--- src/hw/pfmc_consts.svh ---
// Offsets, field positions and reset values of the pin function selectors
`ifndef PFMC_CONSTS_SVH
`define PFMC_CONSTS_SVH

// ---------------------------------------------------------------
// Register byte offsets
// ---------------------------------------------------------------
`define PFMC_OFS_SELECT_B 4'h0
`define PFMC_OFS_SELECT_C 4'h4
`define PFMC_OFS_SELECT_D 4'h8

// ---------------------------------------------------------------
// Reset values and writable field masks
// ---------------------------------------------------------------
`define PFMC_RST_VALUE    32'h0000_0000
`define PFMC_SEL_DEFAULT  3'h0
`define PFMC_MASK_B       32'h001C_7FF8
`define PFMC_MASK_C       32'h3FFF_F1C7
`define PFMC_MASK_D       32'h0000_71C0

// ---------------------------------------------------------------
// Field low bit positions
// ---------------------------------------------------------------
`define PFMC_B_UART_CLKREQ  18
`define PFMC_B_SIF2_SYNC    12
`define PFMC_B_SIF2_DOUT    9
`define PFMC_B_SIF2_DIN     6
`define PFMC_B_SIF2_CLK     3
`define PFMC_C_UART2_TX     27
`define PFMC_C_UART2_RTS    24
`define PFMC_C_UART2_CTS    21
`define PFMC_C_UART2_RX     18
`define PFMC_C_BSP2_DOUT    15
`define PFMC_C_BSP2_RXFRM   12
`define PFMC_C_BSP2_RXCLK   6
`define PFMC_C_BSP2_DIN     0
`define PFMC_D_CARD_DAT3    12
`define PFMC_D_FLASH_CS2    6

`endif

--- src/hw/pfmc_pkg.sv ---
// Types shared by the pin function selector block
`default_nettype none
package pfmc_pkg;
   typedef logic [2:0] pfmc_sel_t;

   typedef struct packed {
      pfmc_sel_t uart_clock_request_pin_select;
      pfmc_sel_t serial_if2_sync_pin_select;
      pfmc_sel_t serial_if2_dataout_pin_select;
      pfmc_sel_t serial_if2_datain_pin_select;
      pfmc_sel_t serial_if2_clock_pin_select;
      pfmc_sel_t second_uart_transmit_pin_select;
      pfmc_sel_t second_uart_rts_pin_select;
      pfmc_sel_t second_uart_cts_pin_select;
      pfmc_sel_t second_uart_receive_pin_select;
      pfmc_sel_t buffered_port2_dataout_pin_select;
      pfmc_sel_t buffered_port2_rx_frame_pin_select;
      pfmc_sel_t buffered_port2_rx_clock_pin_select;
      pfmc_sel_t buffered_port2_datain_pin_select;
      pfmc_sel_t card_data3_pin_select;
      pfmc_sel_t flash_select2_pin_select;
   } pfmc_pin_sel_s;
endpackage : pfmc_pkg
`default_nettype wire

--- src/hw/pfmc_pin_function_mux.sv ---
// Pin function selector registers with compatibility-mode forcing
`include "pfmc_consts.svh"
`default_nettype none

module pfmc_pin_function_mux #(
   parameter int AW = 4
) (
   input  wire logic                   clk,
   input  wire logic                   resetn,
   input  wire logic                   compat_mode,
   input  wire logic [AW-1:0]          reg_addr,
   input  wire logic [31:0]            reg_wdata,
   input  wire logic                   reg_wr,
   input  wire logic                   reg_rd,
   output var  logic [31:0]            reg_rdata,
   output var  pfmc_pkg::pfmc_pin_sel_s pin_sel
);
   import pfmc_pkg::*;

   // ---------------------------------------------------------------
   // Parameter check
   // ---------------------------------------------------------------
   generate
      if (AW < 4)
      begin : g_bad_aw
         $error("pfmc: AW must be at least 4");
      end
   endgenerate

   // ---------------------------------------------------------------
   // Compatibility mode synchroniser
   // ---------------------------------------------------------------
   logic compat_meta_q;
   logic compat_q;

   always_ff @(posedge clk or negedge resetn)
   begin
      if (!resetn)
      begin
         compat_meta_q <= 1'b0;
         compat_q      <= 1'b0;
      end
      else
      begin
         compat_meta_q <= compat_mode;
         compat_q      <= compat_meta_q;
      end
   end

   // ---------------------------------------------------------------
   // Address decode
   // ---------------------------------------------------------------
   logic [AW-1:0] ofs_b;
   logic [AW-1:0] ofs_c;
   logic [AW-1:0] ofs_d;
   logic          hit_b;
   logic          hit_c;
   logic          hit_d;

   assign ofs_b = AW'(`PFMC_OFS_SELECT_B);
   assign ofs_c = AW'(`PFMC_OFS_SELECT_C);
   assign ofs_d = AW'(`PFMC_OFS_SELECT_D);
   assign hit_b = (reg_addr == ofs_b);
   assign hit_c = (reg_addr == ofs_c);
   assign hit_d = (reg_addr == ofs_d);

   // ---------------------------------------------------------------
   // Selector registers
   // ---------------------------------------------------------------
   logic [31:0] sel_b_q;
   logic [31:0] sel_c_q;
   logic [31:0] sel_d_q;

   // Reserved bits are not stored, so they read as zero
   always_ff @(posedge clk or negedge resetn)
   begin
      if (!resetn)
         sel_b_q <= `PFMC_RST_VALUE;
      else if (compat_q)
         sel_b_q <= `PFMC_RST_VALUE;
      else if (reg_wr && hit_b)
         sel_b_q <= reg_wdata & `PFMC_MASK_B;
   end

   always_ff @(posedge clk or negedge resetn)
   begin
      if (!resetn)
         sel_c_q <= `PFMC_RST_VALUE;
      else if (compat_q)
         sel_c_q <= `PFMC_RST_VALUE;
      else if (reg_wr && hit_c)
         sel_c_q <= reg_wdata & `PFMC_MASK_C;
   end

   // Not affected by compatibility mode
   always_ff @(posedge clk or negedge resetn)
   begin
      if (!resetn)
         sel_d_q <= `PFMC_RST_VALUE;
      else if (reg_wr && hit_d)
         sel_d_q <= reg_wdata & `PFMC_MASK_D;
   end

   // ---------------------------------------------------------------
   // Read port
   // ---------------------------------------------------------------
   logic [31:0] rdata_d;

   always_comb
   begin
      rdata_d = 32'h0000_0000;
      if (reg_rd)
      begin
         if (hit_b)
            rdata_d = sel_b_q;
         else if (hit_c)
            rdata_d = sel_c_q;
         else if (hit_d)
            rdata_d = sel_d_q;
      end
   end

   always_ff @(posedge clk or negedge resetn)
   begin
      if (!resetn)
         reg_rdata <= 32'h0000_0000;
      else
         reg_rdata <= rdata_d;
   end

   // ---------------------------------------------------------------
   // Pad selector outputs
   // ---------------------------------------------------------------
   // Driven straight from the selector flops
   always_comb
   begin
      pin_sel.uart_clock_request_pin_select      = sel_b_q[`PFMC_B_UART_CLKREQ +: 3];
      pin_sel.serial_if2_sync_pin_select         = sel_b_q[`PFMC_B_SIF2_SYNC +: 3];
      pin_sel.serial_if2_dataout_pin_select      = sel_b_q[`PFMC_B_SIF2_DOUT +: 3];
      pin_sel.serial_if2_datain_pin_select       = sel_b_q[`PFMC_B_SIF2_DIN +: 3];
      pin_sel.serial_if2_clock_pin_select        = sel_b_q[`PFMC_B_SIF2_CLK +: 3];
      pin_sel.second_uart_transmit_pin_select    = sel_c_q[`PFMC_C_UART2_TX +: 3];
      pin_sel.second_uart_rts_pin_select         = sel_c_q[`PFMC_C_UART2_RTS +: 3];
      pin_sel.second_uart_cts_pin_select         = sel_c_q[`PFMC_C_UART2_CTS +: 3];
      pin_sel.second_uart_receive_pin_select     = sel_c_q[`PFMC_C_UART2_RX +: 3];
      pin_sel.buffered_port2_dataout_pin_select  = sel_c_q[`PFMC_C_BSP2_DOUT +: 3];
      pin_sel.buffered_port2_rx_frame_pin_select = sel_c_q[`PFMC_C_BSP2_RXFRM +: 3];
      pin_sel.buffered_port2_rx_clock_pin_select = sel_c_q[`PFMC_C_BSP2_RXCLK +: 3];
      pin_sel.buffered_port2_datain_pin_select   = sel_c_q[`PFMC_C_BSP2_DIN +: 3];
      pin_sel.card_data3_pin_select              = sel_d_q[`PFMC_D_CARD_DAT3 +: 3];
      pin_sel.flash_select2_pin_select           = sel_d_q[`PFMC_D_FLASH_CS2 +: 3];
   end

   // ---------------------------------------------------------------
   // Assertions
   // ---------------------------------------------------------------
   property p_reset_clears;
      @(posedge clk) $rose(resetn) |-> (sel_b_q == 32'h0) && (sel_c_q == 32'h0)
         && (sel_d_q == 32'h0) && (pin_sel == '0);
   endproperty
   a_reset_clears: assert property (p_reset_clears)
      else $error("selectors not cleared after reset");

   property p_compat_holds_bc;
      @(posedge clk) disable iff (!resetn)
      compat_mode [*4] |-> (sel_b_q == 32'h0) && (sel_c_q == 32'h0);
   endproperty
   a_compat_holds_bc: assert property (p_compat_holds_bc)
      else $error("B or C not held at zero in compatibility mode");

   property p_compat_blocks_write;
      @(posedge clk) disable iff (!resetn)
      (compat_q && reg_wr && hit_c) |=> (sel_c_q == 32'h0);
   endproperty
   a_compat_blocks_write: assert property (p_compat_blocks_write)
      else $error("write to C took effect in compatibility mode");

   property p_d_ignores_compat;
      @(posedge clk) disable iff (!resetn)
      (compat_q && reg_wr && hit_d) |=> (sel_d_q == ($past(reg_wdata) & 32'h0000_71C0));
   endproperty
   a_d_ignores_compat: assert property (p_d_ignores_compat)
      else $error("D write lost in compatibility mode");

   property p_d_stable;
      @(posedge clk) disable iff (!resetn)
      !(reg_wr && hit_d) |=> $stable(sel_d_q);
   endproperty
   a_d_stable: assert property (p_d_stable)
      else $error("D changed without a write");

   property p_b_write_lands;
      @(posedge clk) disable iff (!resetn)
      (!compat_q && reg_wr && hit_b) ##1 !compat_q
         |-> (pin_sel.serial_if2_sync_pin_select == $past(reg_wdata[14:12]))
         && (pin_sel.uart_clock_request_pin_select == $past(reg_wdata[20:18]));
   endproperty
   a_b_write_lands: assert property (p_b_write_lands)
      else $error("B write did not reach the pad selectors");

   property p_c_layout;
      @(posedge clk) disable iff (!resetn)
      (pin_sel.second_uart_transmit_pin_select == sel_c_q[29:27])
         && (pin_sel.buffered_port2_datain_pin_select == sel_c_q[2:0])
         && (pin_sel.buffered_port2_rx_clock_pin_select == sel_c_q[8:6]);
   endproperty
   a_c_layout: assert property (p_c_layout)
      else $error("C fields routed to wrong pads");

   property p_reserved_zero;
      @(posedge clk) disable iff (!resetn)
      $past(reg_rd) |-> (reg_rdata[31:30] == 2'h0)
         && !($past(hit_b) && ((reg_rdata & ~`PFMC_MASK_B) != 32'h0))
         && !($past(hit_c) && (reg_rdata[11:9] != 3'h0))
         && !($past(hit_d) && (reg_rdata[31:15] != 17'h0));
   endproperty
   a_reserved_zero: assert property (p_reserved_zero)
      else $error("reserved bits read non-zero");

   property p_read_returns;
      @(posedge clk) disable iff (!resetn)
      (reg_rd && hit_d) |=> (reg_rdata == $past(sel_d_q));
   endproperty
   a_read_returns: assert property (p_read_returns)
      else $error("read data does not match stored value");

   property p_rdata_idle;
      @(posedge clk) disable iff (!resetn)
      !reg_rd |=> (reg_rdata == 32'h0);
   endproperty
   a_rdata_idle: assert property (p_rdata_idle)
      else $error("read data outside the read answer cycle");

   c_write_b:   cover property (@(posedge clk) disable iff (!resetn)
                                reg_wr && hit_b && !compat_q);
   c_compat_on: cover property (@(posedge clk) disable iff (!resetn)
                                $rose(compat_q) && (sel_c_q != 32'h0));
   c_d_compat:  cover property (@(posedge clk) disable iff (!resetn)
                                compat_q && reg_wr && hit_d);
   c_read_wr:   cover property (@(posedge clk) disable iff (!resetn)
                                reg_wr ##1 reg_rd);

endmodule : pfmc_pin_function_mux
`default_nettype wire

--- config.mk ---
export PLATFORM = sky130hd
export DESIGN_NAME = pfmc_pin_function_mux
export DESIGN_NICKNAME = d
export VERILOG_FILES = /design/src/hw/pfmc_pkg.sv /design/src/hw/pfmc_pin_function_mux.sv
export VERILOG_INCLUDE_DIRS = /design/src /design/src/hw
export SDC_FILE = /design/constraint.sdc
export NUM_CORES = 1
export LEC_CHECK = 0
export BUFFER_PORTS_ARGS = -buffer_cell sky130_fd_sc_hd__buf_4
export CELL_PAD_IN_SITES_DETAIL_PLACEMENT = 0
export CELL_PAD_IN_SITES_GLOBAL_PLACEMENT = 1
export CORE_MARGIN = 3
export CORE_UTILIZATION = 30
export CTS_BUF_LIST = sky130_fd_sc_hd__clkbuf_4
export CTS_CLUSTER_DIAMETER = 150
export CTS_CLUSTER_SIZE = 14
export DETAILED_ROUTE_END_ITERATION = 12
export GPL_TIMING_DRIVEN = 0
export PLACE_DENSITY_LB_ADDON = 0.12
export SETUP_SLACK_MARGIN = 0.3
export SYNTH_ARGS = -nofsm -noshare
export SYNTH_HDL_FRONTEND = slang
export SYNTH_SLANG_ARGS = --single-unit
--- constraint.sdc ---
create_clock -name clk -period 1.2 [get_ports clk]
set_input_delay 0 -clock clk [delete_from_list [all_inputs] [get_ports clk]]
set_output_delay 0 -clock clk [all_outputs]
set_load 0.05 [all_outputs]
# ---- Yosys cells after proc, flatten, opt, wreduce, memory -nomap -nowiden
# Cells that the tools add are included.
dict set report op_classes {
  n_eq_ne 2
  n_mux 8
  n_reduce_logical 6
}
# op n
set op_table {}
lappend op_table {{32-bit 2-to-1 mux} 7}
lappend op_table {{15-bit 2-to-1 mux} 1}
lappend op_table {{4-bit by 3-bit == test with 1-bit output (second input constant)} 1}
lappend op_table {{4-bit == test (second input constant)} 1}
lappend op_table {{4-bit logical NOT} 1}
lappend op_table {{2-bit nonzero test} 2}
lappend op_table {{1-bit logical AND} 3}
dict set report word_totals {
  regBits 104
  in_bits 41
  out_inout_bits 77
  wordCells 22
}

# ---- Depth between registers and ports, before layout
# Gate-level depths: netlist of the first run.
dict set report logic_depth {
  depth_word 5
  ltp_mapped 5
  depth_no_buf 3
}

# ---- Worst setup path before layout of the first run
# No wires, ideal clock.
dict set report synth_path {
  kind {flip-flop to flip-flop}
  startpoint {reg compat_q}
  endpoint {reg sel_b_q[12]}
  setup_ns 0.067
  arrival_ns 1.228
  path_slack_ns -0.095
  stages_incl_launch_ff 5
  path_buffers 2
  synth_period_minus_slack_ns 1.295
  cell_sequence {dfrtp_1 > clkbuf_1 > a21oi_1 > clkbuf_1 > a22o_1}
}
dict set report synth_between {
  elab_chain_cells 1
  word_cells_on_any_way 2
  cone_classes {mux: 1; reduce/logical: 1}
}
# item line
set synth_rtl {}
lappend synth_rtl {{start: declaration} pfmc_pin_function_mux.sv:34} ;# logic compat_q;
lappend synth_rtl {{start signal: assignment} pfmc_pin_function_mux.sv:46} ;# compat_q <= compat_meta_q;
lappend synth_rtl {{32-bit 2-to-1 mux or 2-bit nonzero test (tied branches)} n/a}
lappend synth_rtl {{end signal: assignment} pfmc_pin_function_mux.sv:78} ;# sel_b_q <= `PFMC_RST_VALUE;
lappend synth_rtl {{end signal: assignment} pfmc_pin_function_mux.sv:80} ;# sel_b_q <= `PFMC_RST_VALUE;
lappend synth_rtl {{end signal: assignment} pfmc_pin_function_mux.sv:82} ;# sel_b_q <= reg_wdata & `PFMC_MASK_B;
lappend synth_rtl {{end: declaration} pfmc_pin_function_mux.sv:70} ;# logic [31:0] sel_b_q;
# Several ways; a longest one is shown, not always the timed one.
# A chain may end at the register's enable or synchronous reset.

# ---- Final worst setup path of the first run
dict set report layout_path {
  startpoint {reg compat_q}
  endpoint {reg sel_b_q[13]}
}
# Same word-level chain as after synthesis.

==> summary.md, run 1 <==
| Metric | Value |
|---|---|
| Status | finished, violations left |
| Failing checks | hold timing |
| Largest delay share family, worst path | flip-flops |
| Share of cells above drive strength 1 | between 60% and 70% |
| Crit path DAT | roughly 1.6 ns |
| Gpl congestion | around 0.7 |
| Worst setup SP type | flop |
| Reg2reg start | compat_q$_DFF_PN0_ |
| Final HPWL DP | around 5300 um |
| Row cnt | 35 |
| Pin count of the biggest net entering global routing | between 70 and 80 |
| Vias in the first global route | around 2700 |
| Tcrit/Tclk final | a little under 100% |
| Drt via density | approximately 4.5 |
| Max Cap Viol | 0 |
| Final setup fails | 0 |
| Antenna violations before repair | 0 |
| Skew final | about 0.014 ns |
| Main synth FF type | dfrtp_1 |
| Io pins | 118 |
| Root Driver | clkbuf_4 |
| EDFF count, synth | 0 |
| Post-synth top area share | between 60% and 70% |
| Area grow syn2layout | 90.8% |
| Buffer and inverter count on the worst path | 2 |
| Worst Tran Pin Value | 0.981 ns |
| PD cells | about 970 mW/mm^2 |
| Routed len/inst | 15.7 um |
| Global route overflow | 0 |
| Crit Path Max Fanout | 5 |
| Die area | approximately 0.011 sq mm |
| Syn. warnings | 0 |
| Synth cell types | 28 |
| CP Class | reg2reg |
| Slowest CP cell | dfrtp_2 |
| Die width | 105 um |
| Antenna cells | 0 |
| Reg clk slew, reported paths | between 0.1 and 0.15 ns |
| Post-route ant nets | 0 |
| Vias after detailed routing | between 2000 and 3000 |
| Fin crit period | 1.18 ns |
| Fin area | 0.00565 sq mm |
| Syn Area/Cell | about 14 sq um |
| Final Hold Fails | 77 |
| DR pass1 iterations | 4 |
| Buffers on Ports | around 110 |
| Final Max Slew Viols | 0 |
| Worst-path cell chain | buf_8 > a21oi_4 > clkbuf_8 > a22o_1 |
| Dpl cell area | approximately 0.0040 sq mm |
| Max clock buf depth | 2 |
| Most common cell in the netlist | dfrtp_1 |
| Asr flop ratio synth | 100% |
| Rel. slew slack | between 30% and 40% |
| Post-Route WL | slightly below 9000 um |
| Critical path origin | compat_q$_DFF_PN0_ |
| Hold WC Path Type | in2async |
| Hold_buf cts | 32 |
| Total global-route track usage | approximately 16% |
| Violation count after the first detailed-route iteration | 70 |
| Area of the core | between 0.009 and 0.01 sq mm |
| Filler cells | 743 |
| Initial Utilization | a little under a third |
| Slowest stage delay, CP | 0.50 ns |
| CP required | about 1.6 ns |
| CTS H-tree depth | 3 |
| CTS Sinks | 77 |
| First-pass GRT wire length | about 14000 um |
| Post-Place Cells | 461 |
| CTS tree | yes |
| Fin cells | between 500 and 600 |
| Cell Area, Synth | 0.00296 sq mm |
| FMAX | 844 MHz |
| Final Net Count | 472 |
| DIE HEIGHT | between 100 and 150 um |
| Clk_lat worst skew | 0.42 ns |
| Post-synth top cells | dfrtp_1 (77), a22o_2 (20), and2_1 (15) |
| Seq/Total Area, Yosys | around 65% |
| Cts bufs inserted | 9 |
| Leakage | 2.88 nW |
| VDD IR max | around 0.54 mV |
| RSZ-0062 raised after global routing | true |
| Post-Syn Instances | between 200 and 250 |
| Crit end category | flop |
| Drc violations | 0 |
| Synth area leaders | dfrtp_1 (65%), a22o_2 (6.8%), a22o_1 (3.8%), and2_1 (3.2%), mux2_2 (2.3%) |
| Yosys top cell by area | dfrtp_1 |
| Synthesized flop and latch total | a little under 80 |
| Final hold slack | -0.265 ns |
[worst reg2reg max path, cell delays in order, from the launching register on]
cell      delay, ns
dfrtp_2        0.50
buf_8          0.16
a21oi_4        0.17
clkbuf_8       0.19
a22o_1         0.13
[flip-flops by register name, summed over array words and instances, names as in the netlist]
| register | count |
|---|---|
| reg_rdata | 30 |
| sel_c_q | 24 |
| sel_b_q | 15 |
| sel_d_q | 6 |
| compat_meta_q | 1 |
| compat_q | 1 |
[cell families (layout without fill, tap and decap cells)]
| family | count (synthesis) | after routing | synth area share [%] |
|---|---|---|---|
| buffers and inverters | 24 | 241 | 4.18 |
| and+or+nand+nor | 60 | 60 | 13.1 |
| muxes | 12 | 12 | 4.31 |
| AOI/OAI and AO/OA | 44 | 44 | 13.3 |
| DFF | 77 | 77 | 65.1 |
| other | 1 | 2 | 0.127 |
[cells in the final DEF (no fill, tap or decap), types with 3 or more instances in the layout]
master         count
a22o_1            13
a22o_2             5
a22o_4            15
a32o_1             3
and2_1            14
and3_1             5
and3_4             3
buf_4             72
buf_6             87
buf_8             17
clkbuf_1           4
clkbuf_2           3
clkbuf_4          10
clkinvlp_4         4
dfrtp_1           64
dfrtp_2           13
dlygate4sd3_1     32
inv_1              6
mux2_4             4
mux2i_1            6
nand2b_1           4
nand2b_4           5
nor2_1             7
nor2b_1            3
nor2b_4            3
nor3b_2            6
o22ai_1            4
[repair_timing]
action | CTS | global route
endpoints found under the hold margin | 123 | 77
resized for setup | 96 | 74
setup endpoints to repair | 120 | 137
setup buffers | 43 | 10
pin swaps | 4 | 14
cloned | 2 | 1
[power by group]
group	switching [mW]	total [mW]	internal, mW	leakage, nW
Clock	0.916	1.57	0.650	0.0623
Combinational	0.586	1.18	0.594	1.78
Sequential	0.0787	2.76	2.68	1.04
Total	1.58	5.50	3.92	2.88
[final timing paths]
path	end	slack, ns	cells past startpoint
max	sel_b_q[13]$_DFFE_PN0P_	0.02	4
max reg2reg	sel_b_q[13]$_DFFE_PN0P_	0.02	4
max in group asynchronous	sel_d_q[7]$_DFFE_PN0P_	0.77	1
min in group clk	reg_rdata[14]$_DFF_PN0_	0.08	4
min	reg_rdata[2]$_DFF_PN0_	-0.27	1
min reg2reg	compat_q$_DFF_PN0_	0.38	0
[cell type report]
class	count	area [sq um]	area share, %
Sequential cell	77	1940	34.4
Clock inverter	6	63.8	1.13
Multi-Input combinational cell	118	1220	21.6
Timing Repair Buffer	201	2010	35.5
Inverter	6	22.5	0.399
Clock buffer	10	75.1	1.33
Tap cell	129	161	2.86
Buffer	18	158	2.79
[per-stage QoR]
step / utilization [%] / setup WS, ns / TNS (ns) / power [mW]
final: 60.0 / 0.0158 / 0 / 5.50
after global routing: 60.0 / -0.0241 / -0.126 / 5.76
after CTS: 55.4 / 0.00518 / 0 / 5.44
after detailed placement: 43.0 / -0.351 / -12.33 / 3.58
after global placement: 43.0 / -0.346 / -12.13 / 3.58
after floorplan: - / 0.0165 / 0 / 3.23
[layer usage]
| layer | global-route usage, % | part of all wire [%] | up-vias |
|---|---|---|---|
| met5 | 0 | 0 | - |
| met4 | 5.90 | 1.6 | 0 |
| met3 | 4.35 | 5.6 | 11 |
| met2 | 26.2 | 50 | 78 |
| met1 | 21.1 | 43 | 1271 |
| li1 | - | - | 1197 |
Note: power is estimated with default switching activity, not from simulation.
==> run 2: changes to the inputs <==
--- a/config.mk
+++ b/config.mk
@@ -6,7 +6,7 @@
 export SDC_FILE = /design/constraint.sdc
 export NUM_CORES = 1
 export LEC_CHECK = 0
-export BUFFER_PORTS_ARGS = -buffer_cell sky130_fd_sc_hd__buf_4
+export BUFFER_PORTS_ARGS = -buffer_cell sky130_fd_sc_hd__buf_2
 export CELL_PAD_IN_SITES_DETAIL_PLACEMENT = 0
 export CELL_PAD_IN_SITES_GLOBAL_PLACEMENT = 1
 export CORE_MARGIN = 3
==> run 2 against run 1 <==
The run ends with setup timing left; power is 0.27% lower; routed wire length is 1.9% lower; flip-flop and latch count did not move.
==> summary.md, run 2 (same netlist as run 1, synthesis figures left out) <==
| Metric | Value |
|---|---|
| Die width | 105 um (unchanged) |
| Global route overflow | 0 (unchanged) |
| Area of the multi-input gates | 0.00112 sq mm (-8.6%) |
| CP Class | reg2reg |
| Row cnt | 35 (unchanged) |
| Fin area | 0.00542 sq mm (-4.0%) |
| Fin cells | 560 (-0.88%) |
| Violation count after the first detailed-route iteration | 60 (-14%) |
| Largest registers | reg_rdata: 30 flops, sel_c_q: 24 flops, sel_b_q: 15 flops |
| Status | finished, violations left |
| Worst setup SP type | flop |
| RSZ-0062 raised after global routing | true |
| Post-Route WL | 8720 um (-1.9%) |
| P_int | 3.90 mW (-0.51%) |
| Worst Tran Pin Value | 0.512 ns (-0.470 ns) |
| CTS Sinks | 77 (unchanged) |
| FF+latch area | 0.00194 sq mm (unchanged) |
| Sw Pwr | 1.59 mW (+0.31%) |
| Clk_lat worst skew | 0.42 ns (about the same) |
| Final HPWL DP | 5450 um (+2.1%) |
| CTS tree | yes |
| Area grow syn2layout | 83.1% |
| Drt via density | 4.49 (-0.69%) |
| Root Driver | clkbuf_4 |
| Buffers on Ports | 113 (unchanged) |
| Antenna cells | 0 (unchanged) |
| Die area | 0.0111 sq mm (unchanged) |
| Core Util, Final | 57.6% (-2.4 points) |
| Worst setup margin | -0.00938 ns (-0.0252 ns) |
| Crit end category | flop |
| Critical path origin | compat_q$_DFF_PN0_ |
| Reg clk slew, reported paths | 0.14 ns (about the same) |
| DIE HEIGHT | 105 um (unchanged) |
| Biggest register | reg_rdata |
| Final setup fails | 4 (+4) |
| Final Hold Fails | 0 (-100%) |
| Comb pwr share | 20.9% (-0.6 points) |
| CP required | 1.56 ns (about the same) |
| Share of cells above drive strength 1 | 58.7% (-1.8 points) |
| Drc violations | 0 (unchanged) |
| PD cells | 1010 mW/mm^2 (+3.9%) |
| CTS H-tree depth | 3 (unchanged) |
| Vias after detailed routing | 2517 (-1.6%) |
| Reg2reg start | compat_q$_DFF_PN0_ |
| Max Cap Viol | 0 (unchanged) |
| Most frequent cells in the layout | buf_6 (84), dfrtp_1 (64), buf_2 (37), buf_4 (33), dlygate4sd3_1 (33) |
| Gpl congestion | 0.673 (-2.4%) |
| DR pass1 iterations | 4 (unchanged) |
| Crit path DAT | 1.57 ns (+0.02 ns) |
| Post-place setup slack | -0.386 ns (-0.0347 ns) |
| Leakage | 2.77 nW (-3.9%) |
| Max clock buf depth | 2 (unchanged) |
| Sw Share | 28.9% (+0.17 points) |
| Crit Path Max Fanout | 5 (unchanged) |
| Pin count of the biggest net entering global routing | 52 (-33%) |
| Fin crit period | 1.21 ns (+0.0252 ns) |
| Area of the core | 0.00942 sq mm (unchanged) |
| Initial Utilization | 31.5% (unchanged) |
| TNS Setup | -0.0177 ns (-0.0177 ns) |
| Final Net Count | 467 (-1.1%) |
| Io pins | 118 (unchanged) |
| Cts bufs inserted | 9 (unchanged) |
| Hold WC Path Type | in2async |
| Clock power frac | 29.0% (+0.5 points) |
| Routed len/inst | 15.6 um (-0.98%) |
| Tcrit/Tclk final | 101% (+2.1 points) |
| Skew final | 0.0156 ns (+0.00168 ns) |
| FMAX | 827 MHz (-2.1%) |
| Total global-route track usage | 16.7% (+0.45 points) |
| Dpl cell area | 0.00379 sq mm (-6.2%) |
| VDD IR max | 0.560 mV (+4.2%) |
| Filler cells | 820 (+10%) |
| Final Max Slew Viols | 0 (unchanged) |
| Max FFs per register | 30 (unchanged) |
| Commonest non-fill, non-tap cell in the layout | buf_6 |
| Rel. slew slack | 65.9% (+31 points) |
| Antenna violations before repair | 0 (unchanged) |
| Failing checks | setup timing |
| Post-Place Cells | 462 (+0.22%) |
| Vias in the first global route | 2737 (+0.073%) |
| First-pass GRT wire length | 14400 um (+2.1%) |
| Post-route ant nets | 0 (unchanged) |
| Seq pwr share | 50.2% (about the same) |
==> run 2: routing by layer <==
layer	track usage (%)	part of all wire, %	vias to the layer above
met3	4.72	5.0	8
met1	21.6	43	1241
met5	0	0	-
met2	26.9	50	71
met4	6.00	1.4	0
li1	-	-	1197
==> run 2: layout make-up <==
| type | instances | area share, % |
|---|---|---|
| plain buffers | 18 | 2.93 |
| clock inverters | 6 | 1.18 |
| inverters | 6 | 0.415 |
| multi-input cells | 118 | 20.6 |
| well taps | 129 | 2.98 |
| flip-flops and latches | 77 | 35.8 |
| repair buffers | 196 | 34.7 |
| clock buffers | 10 | 1.38 |
==> run 2: what timing repair did <==
item / 4_1_cts / 5_1_grt
endpoints found under the hold margin: 123 / 0
gates resized for setup: 201 / 24
pin swaps: 5 / 14
setup buffers: 43 / 4
setup endpoints to repair: 120 / 138
cloned: 1 / 1
hold buffers: 33 / 0
==> run 2: path summary, 6_finish.rpt <==
check / to / slack, ns / depth (start not counted)
worst max-delay path: sel_b_q[12]$_DFFE_PN0P_ / -0.009 / 4
worst min-delay path: sel_c_q[18]$_DFFE_PN0P_ / 0.02 / 2
worst max register to register: sel_b_q[12]$_DFFE_PN0P_ / -0.009 / 4
worst min register to register: compat_q$_DFF_PN0_ / 0.37 / 0
max in group asynchronous: sel_d_q[7]$_DFFE_PN0P_ / 0.58 / 3
min in group clk: reg_rdata[7]$_DFF_PN0_ / 0.10 / 4
==> run 2: power groups by stage <==
stage	clock network (mW)	registers [mW]	logic, mW
CTS	1.63	2.75	1.13
global route	1.77	2.77	1.22
floorplan	0	3.02	0.210
detailed placement	0	2.78	0.734
finish	1.59	2.75	1.14
global placement	0	2.78	0.720
==> run 2: worst max-delay path: stages, from the launching register on <==
cell     delay, ns
dfrtp_2       0.50
buf_8         0.15
a21oi_4       0.20
buf_8         0.16
a22o_1        0.13
==> run 2: metrics by stage <==
stage                     power (mW)  hold slack, ns
after floorplan                 3.23          -0.296
after global placement          3.50           0.110
after detailed placement        3.51         -0.0555
after CTS                       5.51          0.0143
after global routing            5.76          0.0225
final                           5.49          0.0179
==> run 3: changes to the inputs <==
--- a/config.mk
+++ b/config.mk
@@ -15,7 +15,6 @@
 export CTS_CLUSTER_DIAMETER = 150
 export CTS_CLUSTER_SIZE = 14
 export DETAILED_ROUTE_END_ITERATION = 12
-export GPL_TIMING_DRIVEN = 0
 export PLACE_DENSITY_LB_ADDON = 0.12
 export SETUP_SLACK_MARGIN = 0.3
 export SYNTH_ARGS = -nofsm -noshare
==> run 3 against run 2 <==
The run now ends clean; fmax rose by 3.8%; non-clock buffer count shrank 4; global-route usage down 0.47 points; critical endpoint is now sel_b_q[3]$_DFFE_PN0P_.
==> summary.md, run 3 (same netlist as run 1, synthesis figures left out) <==
| Metric | Value |
|---|---|
| Status | finished clean |
| Leakage | 2.75 nW (-0.59%) |
| Most frequent cells in the layout | buf_6 (81), dfrtp_1 (65), buf_4 (41), buf_2 (37), dlygate4sd3_1 (33) |
| Reg2reg start | compat_q$_DFF_PN0_ |
| Crit path DAT | 1.51 ns (-0.06 ns) |
| Seq pwr share | 46.5% (-3.7 points) |
| Fin cells | 556 (-0.71%) |
| Row cnt | 35 (unchanged) |
| Buffer and inverter count on the worst path | 3 (+1) |
| Dpl cell area | 0.00384 sq mm (+1.4%) |
| Global route overflow | 0 (unchanged) |
| Sw Pwr | 1.60 mW (+0.90%) |
| Hold WC Path Type | in2async |
| Area grow syn2layout | 82.3% |
| Comb pwr share | 19.3% (-1.6 points) |
| Filler cells | 794 (-3.2%) |
| Max FFs per register | 30 (unchanged) |
| Fin crit period | 1.16 ns (-0.0446 ns) |
| Post-Place Cells | 461 (-0.22%) |
| Largest registers | reg_rdata: 30 flops, sel_c_q: 24 flops, sel_b_q: 15 flops |
| Met3 usage | 3.25% (-1.5 points) |
| Gpl congestion | 0.715 (+6.2%) |
| Initial Utilization | 31.5% (unchanged) |
| Crit Path Max Fanout | 12 (+7) |
| Clock power frac | 34.1% (+5.1 points) |
| Vias in the first global route | 2734 (-0.11%) |
| CP Class | reg2reg |
| DIE HEIGHT | 105 um (unchanged) |
| CTS H-tree depth | 3 (unchanged) |
| Max clock buf depth | 2 (unchanged) |
| Worst setup SP type | flop |
| Commonest non-fill, non-tap cell in the layout | buf_6 |
| Met1 GRT Util | 20.7% (-0.88 points) |
| Final Hold Fails | 0 (unchanged) |
| Drt via density | 4.49 (-0.16%) |
| Antenna violations before repair | 0 (unchanged) |
| Share of cells above drive strength 1 | 59.0% (+0.32 points) |
| Post-Route WL | 8740 um (+0.23%) |
| Post-route ant nets | 0 (unchanged) |
| Root Driver | clkbuf_4 |
| PD cells | 1100 mW/mm^2 (+8.3%) |
| CTS Sinks | 77 (unchanged) |
| Buffers on Ports | 113 (unchanged) |
| Final HPWL DP | 5060 um (-7.1%) |
| Drc violations | 0 (unchanged) |
| Tcrit/Tclk final | 97.1% (-3.7 points) |
| Met2 usage | 27.3% (+0.41 points) |
| CTS tree | yes |
| First-pass GRT wire length | 14200 um (-1.5%) |
| Worst-path cell chain | buf_4 > buf_6 > a21oi_4 > buf_12 > a22o_1 |
| Final Max Slew Viols | 0 (unchanged) |
| Reg clk slew, reported paths | 0.14 ns (about the same) |
| Pin count of the biggest net entering global routing | 78 (+50%) |
| CP required | 1.55 ns (about the same) |
| Crit end category | flop |
| Core Util, Final | 57.3% (-0.28 points) |
| Biggest register | reg_rdata |
| Worst setup margin | 0.0352 ns (+0.0446 ns) |
| Final Net Count | 463 (-0.86%) |
| Violation count after the first detailed-route iteration | 97 (+62%) |
| Max Cap Viol | 0 (unchanged) |
| RSZ-0062 raised after global routing | true |
| Die width | 105 um (unchanged) |
| Layer with the highest usage | met2 |
| Slowest stage delay, CP | 0.42 ns (-0.08 ns) |
| Slowest CP cell | dfrtp_1 |
| Antenna cells | 0 (unchanged) |
| Io pins | 118 (unchanged) |
| P_int | 4.31 mW (+11%) |
| DR pass1 iterations | 4 (unchanged) |
| FMAX | 859 MHz (+3.8%) |
| Cts bufs inserted | 9 (unchanged) |
| Post-place setup slack | -0.123 ns (+0.263 ns) |
| Skew final | 0.0213 ns (+0.00578 ns) |
| Critical path origin | compat_q$_DFF_PN0_ |
| Total global-route track usage | 16.3% (-0.47 points) |
| Area of the core | 0.00942 sq mm (unchanged) |
| VDD IR max | 0.564 mV (+0.71%) |
| Routed len/inst | 15.7 um (+0.95%) |
| Fin area | 0.00540 sq mm (-0.48%) |
| Final setup fails | 0 (-4) |
| Die area | 0.0111 sq mm (unchanged) |
| Clk_lat worst skew | 0.41 ns (about the same) |
| Sw Share | 27.1% (-1.8 points) |
| Largest delay share family, worst path | flip-flops |
| Final hold slack | 0.130 ns (+0.112 ns) |
| TNS Setup | 0 ns (+0.0177 ns) |
| Vias after detailed routing | 2495 (-0.87%) |
| Pwr Total | 5.92 mW (+7.8%) |
run 3: cell types whose count changed in the layout (fill, tap and decap cells not counted), sizes merged:
cell      before  now
bufinv         1    3
clkinv         1    3
buf          171  177
clkinvlp       4    1
clkbuf        20    9
run 3: worst paths after layout:
kind                                                end  slack, ns  depth (start not counted)
worst max register to register   sel_b_q[3]$_DFFE_PN0P_       0.04                          5
worst min-delay path            sel_c_q[18]$_DFFE_PN0P_       0.13                          3
max in group asynchronous        sel_d_q[7]$_DFFE_PN0P_       0.71                          3
worst max-delay path             sel_b_q[3]$_DFFE_PN0P_       0.04                          5
min in group clk                sel_b_q[18]$_DFFE_PN0P_       0.13                          4
worst min register to register       compat_q$_DFF_PN0_       0.38                          0
run 3: final cells by class:
cell class / instances / area (sq um) / share of cell area [%]
clock buffers: 9 / 67.6 / 1.25
inverters: 6 / 22.5 / 0.417
flip-flops and latches: 77 / 1940 / 36.0
multi-input cells: 118 / 1040 / 19.4
well taps: 129 / 161 / 2.99
clock inverters: 7 / 124 / 2.29
repair buffers: 210 / 2040 / 37.7
run 3: metal layers:
| layer | wire length, um | vias up |
|---|---|---|
| met3 | 413 | 13 |
| li1 | - | 1179 |
| met1 | 3730 | 1226 |
| met2 | 4440 | 77 |
| met4 | 146 | 0 |
| met5 | 0 | - |
run 3: timing repair:
| action | 4_1_cts | 5_1_grt |
|---|---|---|
| gates resized for setup | 158 | 42 |
| pin swaps | 2 | 5 |
| hold buffers | 33 | 0 |
| cloned | 0 | 1 |
| setup buffers | 40 | 5 |
| setup endpoints to repair | 115 | 131 |
| hold endpoints to repair | 132 | 0 |
run 3: worst min-delay path, stage by stage:
cell           delay, ns
dlygate4sd3_1       0.53
buf_4               0.12
buf_12              0.33
run 3: power groups by stage:
stage	registers [mW]	clock network, mW	logic (mW)
floorplan	3.02	0	0.210
global placement	2.78	0	0.747
detailed placement	2.78	0	0.746
CTS	2.73	2.09	1.03
global route	2.76	2.18	1.22
finish	2.75	2.02	1.14
